`src/common/adcc_pkg.sv`:
```
// adcc_pkg: constants for the converter board control logic
// assumes a 100 MHz system clock and an APB register port
package adcc_pkg;
	// io command codes; the APB byte address is the code times four
	localparam logic [2:0] CMD_GROUP     = 3'h1;
	localparam logic [2:0] CMD_GAIN_CHAN = 3'h2;
	localparam logic [2:0] CMD_MODE      = 3'h3;
	localparam logic [2:0] CMD_START     = 3'h4;
	localparam logic [2:0] CMD_FIFO_HI   = 3'h5;
	localparam logic [2:0] CMD_LAST_LO   = 3'h6;
	localparam logic [2:0] CMD_LAST_HI   = 3'h7;
	localparam int         ADDR_W        = 12;
	localparam int         CMD_LSB       = 2;
	// gain/channel byte
	localparam int         GC_CHAN_LSB   = 0;
	localparam int         GC_GAIN_LSB   = 4;
	localparam logic [3:0] GAIN_MAX      = 4'hA;
	// mode byte
	localparam int         MODE_RES8     = 0;
	localparam int         MODE_SHORT    = 1;
	localparam int         MODE_SCAN     = 2;
	localparam int         MODE_SDLY     = 3;
	localparam int         MODE_CODE_LSB = 4;
	localparam logic [7:0] MODE_RST      = 8'h00;
	localparam logic [1:0] CODE_UNSIGNED = 2'h0;
	localparam logic [1:0] CODE_OFFSET   = 2'h1;
	localparam logic [1:0] CODE_TWOS     = 2'h2;
	// status byte
	localparam int         STAT_DONE     = 0;
	localparam int         STAT_BUSY     = 1;
	localparam int         STAT_NEMPTY   = 2;
	localparam int         STAT_FULL     = 3;
	localparam int         STAT_DIFF     = 4;
	// board group
	localparam logic [7:0] GROUP_DEFAULT = 8'h30;
	localparam logic [7:0] GROUP_RST     = 8'h00;
	// timing
	localparam int         CLK_NS        = 10;
	localparam int         SETTLE_NS     = 5000;
	localparam int         SETTLE_SH_NS  = 1000;
	localparam int         CONV_STD_NS   = 275000;
	localparam int         CONV_SH_NS    = 105000;
	localparam int         RES_BITS      = 12;
	localparam int         SETTLE_CYC    = (SETTLE_NS + CLK_NS - 1) / CLK_NS;
	localparam int         SETTLE_SH_CYC = (SETTLE_SH_NS + CLK_NS - 1) / CLK_NS;
	localparam int         BIT_STD_CYC   = CONV_STD_NS / (RES_BITS * CLK_NS);
	localparam int         BIT_SH_CYC    = CONV_SH_NS / (RES_BITS * CLK_NS);
	localparam int         CNT_W         = 12;
	localparam int         FIFO_W        = 16;
	localparam int         FIFO_DEPTH    = 16;
endpackage : adcc_pkg

```
`src/design/adcc_ctrl.sv`:
```
// adcc_ctrl: control logic of a 12-bit successive-approximation board
// assumes APB master on clk_sys; comparator and link pins are asynchronous
// Notes on behaviour
// - sequence 12-bit conversion, return full result
// - 8-bit resolution or short-cycle faster conversion
// - settling delay counter before each conversion
// - gain code selects one of eleven gains
// - one byte sets gain and channel
// - 16 single-ended or 8 differential channels
// - scanned channel stepping or fixed channel
// - gain, channel, resolution, mode registers retained
// - board select first, then command routing
// - result as unsigned, offset or two's complement
// - board answers group 30 by default
// - decode three io command lines
// - direction low is host output
//
// The implementer's own choices: register access over APB and the address map.
`timescale 1ns/1ns
`default_nettype none
module adcc_ctrl
	import adcc_pkg::*;
#(
	parameter logic [7:0] GROUP_SEL = GROUP_DEFAULT
) (
	// clock and reset
	input  wire logic              clk_sys,
	input  wire logic              rst_n,
	// apb slave
	input  wire logic [ADDR_W-1:0] paddr,
	input  wire logic              psel,
	input  wire logic              penable,
	input  wire logic              pwrite,
	input  wire logic [31:0]       pwdata,
	output logic [31:0]            prdata,
	output logic                   pready,
	output logic                   pslverr,
	// converter pins
	input  wire logic              comp_in,
	input  wire logic              diff_link,
	output logic [RES_BITS-1:0]    sar_trial,
	output logic                   sample_hold,
	output logic [3:0]             mux_addr,
	output logic [3:0]             gain_sel,
	output logic                   conv_busy
);
	typedef enum logic [3:0] {
		ST_IDLE   = 4'b0001,
		ST_SETTLE = 4'b0010,
		ST_TRIAL  = 4'b0100,
		ST_STORE  = 4'b1000
	} adcc_state_e;

	function automatic logic [3:0] adcc_gain_clamp(input logic [3:0] g);
		adcc_gain_clamp = (g > GAIN_MAX) ? GAIN_MAX : g;
	endfunction : adcc_gain_clamp

	// pin synchronisers, three stages
	logic [2:0] sync_q [2];
	logic [1:0] pin_q;
	wire  [1:0] pin_raw = {diff_link, comp_in};
	for (genvar i = 0; i < 2; i++) begin : g_sync
		always_ff @(posedge clk_sys or negedge rst_n) begin
			if (!rst_n) begin
				sync_q[i] <= 3'h0;
				pin_q[i]  <= 1'b0;
			end else begin
				sync_q[i] <= {sync_q[i][1:0], pin_raw[i]};
				if (sync_q[i][1] == sync_q[i][2]) pin_q[i] <= sync_q[i][2];
			end
		end
	end
	wire comp_s = pin_q[0];
	wire diff_s = pin_q[1];

	// bus decode
	logic                pready_q;
	logic                pslverr_q;
	logic [31:0]         prdata_q;
	logic [7:0]          group_q;
	logic [7:0]          mode_q;
	logic [3:0]          gain_q;
	logic [3:0]          chan_q;
	logic                start_q;
	logic                done_q;
	logic [RES_BITS-1:0] last_q;
	logic [3:0]          last_chan_q;

	wire       io_command_bit0      = paddr[CMD_LSB];
	wire       io_command_bit1      = paddr[CMD_LSB+1];
	wire       io_command_bit2      = paddr[CMD_LSB+2];
	wire [2:0] io_cmd               = {io_command_bit2, io_command_bit1, io_command_bit0};
	wire       transfer_direction_n = ~pwrite;
	wire       addr_ok              = (paddr[1:0] == 2'h0) && (paddr[ADDR_W-1:5] == '0) && (io_cmd != 3'h0);
	wire       board_sel            = group_q == GROUP_SEL;
	wire       acc_phase            = psel & penable & ~pready_q;
	wire       done_xfer            = psel & penable & pready_q;
	wire       host_out             = done_xfer & ~transfer_direction_n;
	wire       host_in              = done_xfer & transfer_direction_n;
	wire       wr_group             = host_out & addr_ok & (io_cmd == CMD_GROUP);
	wire       cmd_hit              = addr_ok & board_sel & (io_cmd != CMD_GROUP);
	wire       wr_gain_chan         = host_out & cmd_hit & (io_cmd == CMD_GAIN_CHAN);
	wire       wr_mode              = host_out & cmd_hit & (io_cmd == CMD_MODE);
	wire       wr_start             = host_out & cmd_hit & (io_cmd == CMD_START);
	wire       err_now              = ~addr_ok | (~board_sel & (io_cmd != CMD_GROUP));

	// mode fields
	wire       res8      = mode_q[MODE_RES8];
	wire       short_cyc = mode_q[MODE_SHORT];
	wire       scan      = mode_q[MODE_SCAN];
	wire       sdly      = mode_q[MODE_SDLY];
	wire [1:0] code_sel  = mode_q[MODE_CODE_LSB +: 2];

	// result fifo
	logic                fifo_in_ready;
	logic                fifo_out_valid;
	logic [FIFO_W-1:0]   fifo_out_data;
	logic [RES_BITS-1:0] sar_q;
	adcc_state_e         state_q;
	wire                 fifo_pop = host_in & cmd_hit & (io_cmd == CMD_FIFO_HI) & fifo_out_valid;
	wire                 storing  = state_q == ST_STORE;
	wire [RES_BITS-1:0]  coded    = (code_sel == CODE_TWOS) ? (sar_q ^ {1'b1, {(RES_BITS-1){1'b0}}}) : sar_q;

	adcc_fifo #(
		.W     (FIFO_W),
		.DEPTH (FIFO_DEPTH)
	) u_fifo (
		.clk_sys   (clk_sys),
		.rst_n     (rst_n),
		.in_valid  (storing),
		.in_ready  (fifo_in_ready),
		.in_data   ({chan_q, coded}),
		.out_valid (fifo_out_valid),
		.out_ready (fifo_pop),
		.out_data  (fifo_out_data)
	);

	// read data
	// empty buffer reads zero, never a stale or unwritten slot
	wire [FIFO_W-1:0]   head_word = fifo_out_valid ? fifo_out_data : '0;
	wire [RES_BITS-1:0] head_res = head_word[RES_BITS-1:0];
	wire [7:0] status = {3'h0, diff_s, ~fifo_in_ready, fifo_out_valid, state_q != ST_IDLE, done_q};
	logic [7:0] rd_byte;
	always_comb begin
		rd_byte = 8'h00;
		if (cmd_hit) begin
			unique case (io_cmd)
				CMD_GAIN_CHAN: rd_byte = status;
				CMD_MODE:      rd_byte = mode_q;
				CMD_START:     rd_byte = head_res[7:0];
				CMD_FIFO_HI:   rd_byte = {head_word[FIFO_W-1 -: 4], head_res[11:8]};
				CMD_LAST_LO:   rd_byte = last_q[7:0];
				CMD_LAST_HI:   rd_byte = {last_chan_q, last_q[11:8]};
				default:       rd_byte = 8'h00;
			endcase
		end
	end

	always_ff @(posedge clk_sys or negedge rst_n) begin
		if (!rst_n) begin
			pready_q  <= 1'b0;
			pslverr_q <= 1'b0;
			prdata_q  <= 32'h0;
		end else begin
			pready_q  <= acc_phase;
			pslverr_q <= acc_phase & err_now;
			prdata_q  <= (acc_phase & transfer_direction_n) ? {24'h0, rd_byte} : 32'h0;
		end
	end

	// configuration registers
	wire [3:0] gain_wr = adcc_gain_clamp(pwdata[GC_GAIN_LSB +: 4]);
	wire [3:0] chan_wr = pwdata[GC_CHAN_LSB +: 4];
	wire [3:0] chan_lim = diff_s ? 4'h7 : 4'hF;
	wire [3:0] chan_nxt = (chan_q >= chan_lim) ? 4'h0 : chan_q + 4'h1;
	always_ff @(posedge clk_sys or negedge rst_n) begin
		if (!rst_n) begin
			group_q <= GROUP_RST;
			mode_q  <= MODE_RST;
			gain_q  <= 4'h0;
			chan_q  <= 4'h0;
		end else begin
			if (wr_group) group_q <= pwdata[7:0];
			if (wr_mode) mode_q <= pwdata[7:0];
			if (wr_gain_chan) begin
				gain_q <= gain_wr;
				chan_q <= chan_wr & chan_lim;
			end else if (storing && scan) begin
				chan_q <= chan_nxt;
			end else if (diff_s) begin
				chan_q <= chan_q & 4'h7;
			end
		end
	end

	// conversion sequencer
	logic [CNT_W-1:0]       cnt_q;
	logic [3:0]             bit_q;
	wire  [CNT_W-1:0]       settle_len = sdly ? CNT_W'(SETTLE_SH_CYC - 1) : CNT_W'(SETTLE_CYC - 1);
	wire  [CNT_W-1:0]       bit_len    = short_cyc ? CNT_W'(BIT_SH_CYC - 1) : CNT_W'(BIT_STD_CYC - 1);
	wire  [3:0]             last_bit   = res8 ? 4'(RES_BITS - 8) : 4'h0;
	wire  [RES_BITS-1:0]    bit_mask   = RES_BITS'(1) << bit_q;
	wire                    cnt_end    = cnt_q == '0;
	wire                    go         = start_q & fifo_in_ready;
	wire  [RES_BITS-1:0]    sar_keep   = comp_s ? sar_q : (sar_q & ~bit_mask);
	adcc_state_e            state_d;

	always_comb begin
		state_d = state_q;
		unique case (state_q)
			ST_IDLE:   if (go) state_d = ST_SETTLE;
			ST_SETTLE: if (cnt_end) state_d = ST_TRIAL;
			ST_TRIAL:  if (cnt_end && bit_q == last_bit) state_d = ST_STORE;
			ST_STORE:  state_d = ST_IDLE;
			default:   state_d = ST_IDLE;
		endcase
	end

	always_ff @(posedge clk_sys or negedge rst_n) begin
		if (!rst_n) begin
			state_q <= ST_IDLE;
			cnt_q   <= '0;
			bit_q   <= 4'h0;
			sar_q   <= '0;
		end else begin
			state_q <= state_d;
			if (state_q == ST_IDLE) begin
				cnt_q <= settle_len;
				bit_q <= 4'(RES_BITS - 1);
				sar_q <= '0;
			end else if (state_q == ST_SETTLE && cnt_end) begin
				cnt_q <= bit_len;
				sar_q <= RES_BITS'(1) << (RES_BITS - 1);
			end else if (state_q == ST_TRIAL && cnt_end) begin
				cnt_q <= bit_len;
				bit_q <= bit_q - 4'h1;
				sar_q <= (bit_q == last_bit) ? sar_keep : (sar_keep | (bit_mask >> 1));
			end else if (!cnt_end) begin
				cnt_q <= cnt_q - 1'b1;
			end
		end
	end

	// start request, result hold and complete flag
	always_ff @(posedge clk_sys or negedge rst_n) begin
		if (!rst_n) begin
			start_q     <= 1'b0;
			done_q      <= 1'b0;
			last_q      <= '0;
			last_chan_q <= 4'h0;
		end else begin
			start_q <= wr_start | (start_q & ~(state_q == ST_IDLE && go));
			if (storing) begin
				last_q      <= coded;
				last_chan_q <= chan_q;
				done_q      <= 1'b1;
			end else if (state_q == ST_IDLE && go) begin
				done_q <= 1'b0;
			end
		end
	end

	// pin outputs from flip-flops
	logic [RES_BITS-1:0] trial_q;
	logic                hold_q;
	logic [3:0]          mux_q;
	logic [3:0]          gsel_q;
	logic                busy_q;
	always_ff @(posedge clk_sys or negedge rst_n) begin
		if (!rst_n) begin
			trial_q <= '0;
			hold_q  <= 1'b0;
			mux_q   <= 4'h0;
			gsel_q  <= 4'h0;
			busy_q  <= 1'b0;
		end else begin
			trial_q <= sar_q;
			hold_q  <= state_q == ST_TRIAL;
			mux_q   <= chan_q;
			gsel_q  <= gain_q;
			busy_q  <= state_q != ST_IDLE;
		end
	end

	assign prdata      = prdata_q;
	assign pready      = pready_q;
	assign pslverr     = pslverr_q;
	assign sar_trial   = trial_q;
	assign sample_hold = hold_q;
	assign mux_addr    = mux_q;
	assign gain_sel    = gsel_q;
	assign conv_busy   = busy_q;
endmodule : adcc_ctrl
`default_nettype wire

```
`src/design/adcc_fifo.sv`:
```
// adcc_fifo: flip-flop result buffer, valid/ready on both sides
// assumes one clock; depth is a power of two
`timescale 1ns/1ns
`default_nettype none
module adcc_fifo #(
	parameter int W     = 16,
	parameter int DEPTH = 16
) (
	// clock and reset
	input  wire logic         clk_sys,
	input  wire logic         rst_n,
	// fill side
	input  wire logic         in_valid,
	output logic              in_ready,
	input  wire logic [W-1:0] in_data,
	// drain side
	output logic              out_valid,
	input  wire logic         out_ready,
	output logic [W-1:0]      out_data
);
	localparam int AW = $clog2(DEPTH);
	if (DEPTH < 2 || (1 << AW) != DEPTH) begin : g_chk
		$error("adcc_fifo depth must be a power of two, at least 2");
	end

	logic [W-1:0] mem_q [DEPTH];
	logic [AW:0]  wr_q;
	logic [AW:0]  rd_q;
	wire          push = in_valid & in_ready;
	wire          pop  = out_valid & out_ready;

	assign in_ready  = (wr_q ^ rd_q) != {1'b1, {AW{1'b0}}};
	assign out_valid = wr_q != rd_q;
	assign out_data  = mem_q[rd_q[AW-1:0]];

	always_ff @(posedge clk_sys or negedge rst_n) begin
		if (!rst_n) begin
			wr_q <= '0;
			rd_q <= '0;
		end else begin
			if (push) wr_q <= wr_q + 1'b1;
			if (pop) rd_q <= rd_q + 1'b1;
		end
	end

	always_ff @(posedge clk_sys) begin
		if (push) mem_q[wr_q[AW-1:0]] <= in_data;
	end
endmodule : adcc_fifo
`default_nettype wire
```
`config.mk`:
```
export PLATFORM = sky130hd
export DESIGN_NAME = adcc_ctrl
export DESIGN_NICKNAME = d
export VERILOG_FILES = /design/src/common/adcc_pkg.sv /design/src/design/adcc_ctrl.sv /design/src/design/adcc_fifo.sv
export SDC_FILE = /design/constraint.sdc
export NUM_CORES = 1
export LEC_CHECK = 0
export BUFFER_PORTS_ARGS = -buffer_cell sky130_fd_sc_hd__buf_4
export CAP_MARGIN = 20
export CORE_UTILIZATION = 50
export DETAILED_ROUTE_END_ITERATION = 12
export GPL_ROUTABILITY_DRIVEN = 0
export PLACE_DENSITY = 0.68
export RECOVER_POWER = 50
export SYNTH_ARGS = -nofsm -noshare
export SYNTH_HDL_FRONTEND = slang
export SYNTH_SLANG_ARGS = --single-unit
```
`constraint.sdc`:
```
create_clock -name clk_sys -period 7.8 [get_ports clk_sys]
set_input_delay 1.17 -clock clk_sys [delete_from_list [all_inputs] [get_ports clk_sys]]
set_output_delay 1.17 -clock clk_sys [all_outputs]
set_load 0.005 [all_outputs]
```
==> results.txt <==
* Fin crit share: 52.0%
* Post-synthesis async set-or-reset flop share: 32.6%
- Syn-to-layout area delta: 13.9%
- Final Hold Fails: 0
- Count of yosys warnings during synthesis: 0
- STA puts the critical path data required time at 8.23 ns.
- Clk pin slew, worst setup/hold paths: 0.06 ns
- The final reports fail on capacitance limit, slew limit.
- The detailed router finished its first iteration with between 800 and 900 violations.
* Relative max-transition margin: -117%
* Overall Power: roughly 4 mW
- Top delay family on crit path: buffers and inverters
- Setup violations remaining at the end of the flow were counted as 0.
* Resized cells post-CTS: 0
- In this run the static leakage power is ~6.4 nW.
* Sequential area share after synthesis: 69.3%
- Antenna Nets Post-Route: 0
- The die covers roughly 32000 sq um.
- For this run, the post-layout net count is 1058.
* Total number of vias: between 8000 and 9000
- Post-synthesis instance total: 917
* Pin count of the biggest net entering global routing: 69
- Wire length per cell: between 20 and 25 microns
* Top-Level Pins: about 110
- Mapped cell area: 15600 sq um
- RSZ-0062 raised after global routing: no
* Buffer type at the clock tree root: sky130_fd_sc_hd__clkbuf_16
- The clock period could shrink to slightly above 4 ns.
- The min-delay analysis places its worst path in the category reg -> reg.
- The via count of the first global-routing pass came to about 8400.
- The floorplan has between 60 and 70 rows.
- For this design the ratio of total power to cell area is roughly 230 nW/um^2.
* Diode insertion count for antenna repair: 0
- Largest voltage drop on the vdd net: between 0.1 and 0.15 mV
- Arrival @ worst endpoint: around 4.5 ns
- Global Route Usage Sum: between 20 and 25%
* Crit-path cells: clkbuf_1, buf_4
- The final layout contains routed wiring with a total length of around 34000 microns.
- CTS H-tree depth: 2
- Worst slew pin tran: 3.25 ns
* Delay contributed by the slowest stage of the critical path: roughly 2.3 ns
- Fraction of the core area covered by cells at the end of the flow: ~58%
- Number of distinct standard cells referenced by the synthesized netlist: 64
* Mean area per synthesized cell: 17.0 sq um
- Worst setup path category: in -> async
- Outcome: complete, but fails checks
- Worst-path fanout max: between 60 and 70
- Overall die height: ~180 microns
- The first global-routing pass estimated 51100 microns of wire.
- The floorplan step defined a core boundary enclosing approximately 31000 sq um.
* Quantity of I/O buffers inserted on ports: between 50 and 60
* Fraction of layout cells with a size suffix above 1: 25.3%
- Hold is met by roughly 0.35 ns.
- The tree built by TritonCTS fans out to between 300 and 400 sinks.
* Total clock buffers created by CTS: 39
* Worst Setup Start Kind: input pin
* Critical Path End Type: async pin
- Setup Fix Bufs, Post-CTS: 0
- Max-slew violations: 60
- Yosys mapped a number of flops with a built-in enable equal to ~260.
- Max-cap violation count: 1
- Timing would allow up to between 200 and 250 MHz.
- Once detailed placement completed, the half-perimeter wirelength came to between 20000 and 25000 microns.
- After global routing the overflow that remains totals 0.
- Source-to-sink clock delay at the later pin of the worst-skew pair: between 0.5 and 0.6 ns
- Setup tns final: 0 ns
- Post-route standard cell area excluding fillers: between 15000 and 20000 sq um
- On the critical path, the stage with the largest delay is an instance of sky130_fd_sc_hd__clkbuf_1.
* Initial antenna violation count: 0
* Starting density of the core: about half
* Die extent in x: approximately 180 microns
- After clock tree synthesis, the flow added hold-fix buffers numbering 0.
- For this run, design rule violations remaining after detail routing come to 0.
* Buffer depth of the longest clock path: 3
* #FFs+latches synth: 380
- The most used flip-flop cell after synthesis is sky130_fd_sc_hd__edfxtp_1.
* Buf/Inv on CP: 2
* Worst Clk Skew: about 0.016 ns
- Post-placement cell area: between 15000 and 20000 sq um
- TritonCTS built the clock tree.
- Vias per inst: between 5 and 6
* First-pass iteration count of the detailed router: 5
## final cells by class
class                           count  area, sq um
Inverter                           21         78.8
Clock buffer                       62         1190
Multi-Input combinational cell    470         4430
Sequential cell                   380        10800
Clock inverter                     10          115
Tap cell                          396          495
Timing Repair Buffer               81          623
Fill cell                        2295        12900
## cell usage in the layout, fill, tap and decap left out, drive strengths merged, types with 5 or more instances in the layout
cell type,Yosys,routed
mux4,68,68
clkinv,0,6
nand2,32,32
mux2i,8,8
nor2,31,31
or4,5,5
nand2b,8,8
a22o,26,26
a21o,13,13
o21ai,9,9
and2,12,12
ha,14,14
nor3,10,10
nor2b,6,6
a21oi,17,17
edfxtp,256,256
dfrtp,123,123
nand3,23,23
inv,21,22
mux2,42,42
nand4,12,12
nor4b,6,6
nor4,11,11
xor2,10,10
o221ai,9,9
conb,1,24
buf,42,71
nor3b,6,6
xnor2,13,13
clkbuf,27,72
## metrics by stage
step           setup WS [ns]  cells
2_1_floorplan           4.48    940
3_3_place_gp            3.94   1343
3_5_place_dp            3.95   1346
4_1_cts                 4.37   1418
5_1_grt                 2.99   1420
6_report                3.74   1420
## flip-flops by register name, summed over array words and instances, names as in the netlist, 5 cells and up
register	count
cnt_q	12
group_q	8
last_q	12
mode_q	8
prdata	8
sar_q	12
sar_trial	12
sync_q	6
u_fifo.mem_q	256
u_fifo.rd_q	5
u_fifo.wr_q	5
## worst paths after layout
| check | startpoint | cells after the start | slack (ns) | endpoint |
|---|---|---|---|---|
| worst min register to register | sync_q[3] | 0 | 0.35 | sync_q[4] |
| max in group clk_sys | paddr[2] | 6 | 4.04 | prdata[0] |
| worst min-delay path | sync_q[3] | 0 | 0.35 | sync_q[4] |
| min in group asynchronous | rst_n | 1 | 1.74 | prdata[4] |
| worst max register to register | state_q[1] | 6 | 4.11 | u_fifo.mem_q[2][10] |
| worst max-delay path | rst_n | 2 | 3.74 | u_fifo.rd_q[0] |
## power breakdown
part / switching, mW / total [mW] / internal, mW
clock network: 0.744 / 1.86 / 1.12
logic: 0.0294 / 0.0460 / 0.0166
registers: 0.00784 / 2.15 / 2.14
total: 0.782 / 4.06 / 3.28
## cells in the mapped netlist (9+ instances only)
| cell | instances | area (sq um) |
|---|---|---|
| sky130_fd_sc_hd__edfxtp_1 | 256 | 7690 |
| sky130_fd_sc_hd__xor2_1 | 10 | 87.6 |
| sky130_fd_sc_hd__xnor2_1 | 13 | 114 |
| sky130_fd_sc_hd__mux4_2 | 68 | 1530 |
| sky130_fd_sc_hd__buf_4 | 25 | 188 |
| sky130_fd_sc_hd__ha_1 | 14 | 175 |
| sky130_fd_sc_hd__o21ai_0 | 9 | 45.0 |
| sky130_fd_sc_hd__nand2_1 | 32 | 120 |
| sky130_fd_sc_hd__a22o_1 | 26 | 228 |
| sky130_fd_sc_hd__o221ai_1 | 9 | 78.8 |
| sky130_fd_sc_hd__a21o_1 | 13 | 97.6 |
| sky130_fd_sc_hd__nor4_1 | 10 | 62.6 |
| sky130_fd_sc_hd__dfrtp_1 | 123 | 3080 |
| sky130_fd_sc_hd__nor2_1 | 31 | 116 |
| sky130_fd_sc_hd__inv_1 | 21 | 78.8 |
| sky130_fd_sc_hd__clkbuf_1 | 27 | 101 |
| sky130_fd_sc_hd__buf_2 | 9 | 45.0 |
| sky130_fd_sc_hd__nor3_1 | 10 | 50.1 |
| sky130_fd_sc_hd__and2_1 | 12 | 75.1 |
| sky130_fd_sc_hd__nand4_1 | 12 | 75.1 |
| sky130_fd_sc_hd__nand3_1 | 23 | 115 |
| sky130_fd_sc_hd__a21oi_1 | 17 | 85.1 |
| sky130_fd_sc_hd__mux2_2 | 34 | 383 |
## logic make-up after synthesis
kind of cell / after synthesis / synth area share [%]
DFF: 380 / 69.3
and+or+nand+nor: 185 / 6.70
muxes: 118 / 13.6
AOI/OAI and AO/OA: 104 / 4.96
buffers and inverters: 90 / 2.85
xor gates and xnor gates: 23 / 1.29
adders and majority gates: 16 / 1.25
other: 1 / 0.0241
## metal layers
layer  wire length (microns)  GRT usage, %
met1                   15100          32.2
met4                     669          6.39
met2                   16100          34.1
met5                       0             0
met3                    1750          3.05
Power figures use the tool's default switching activity.
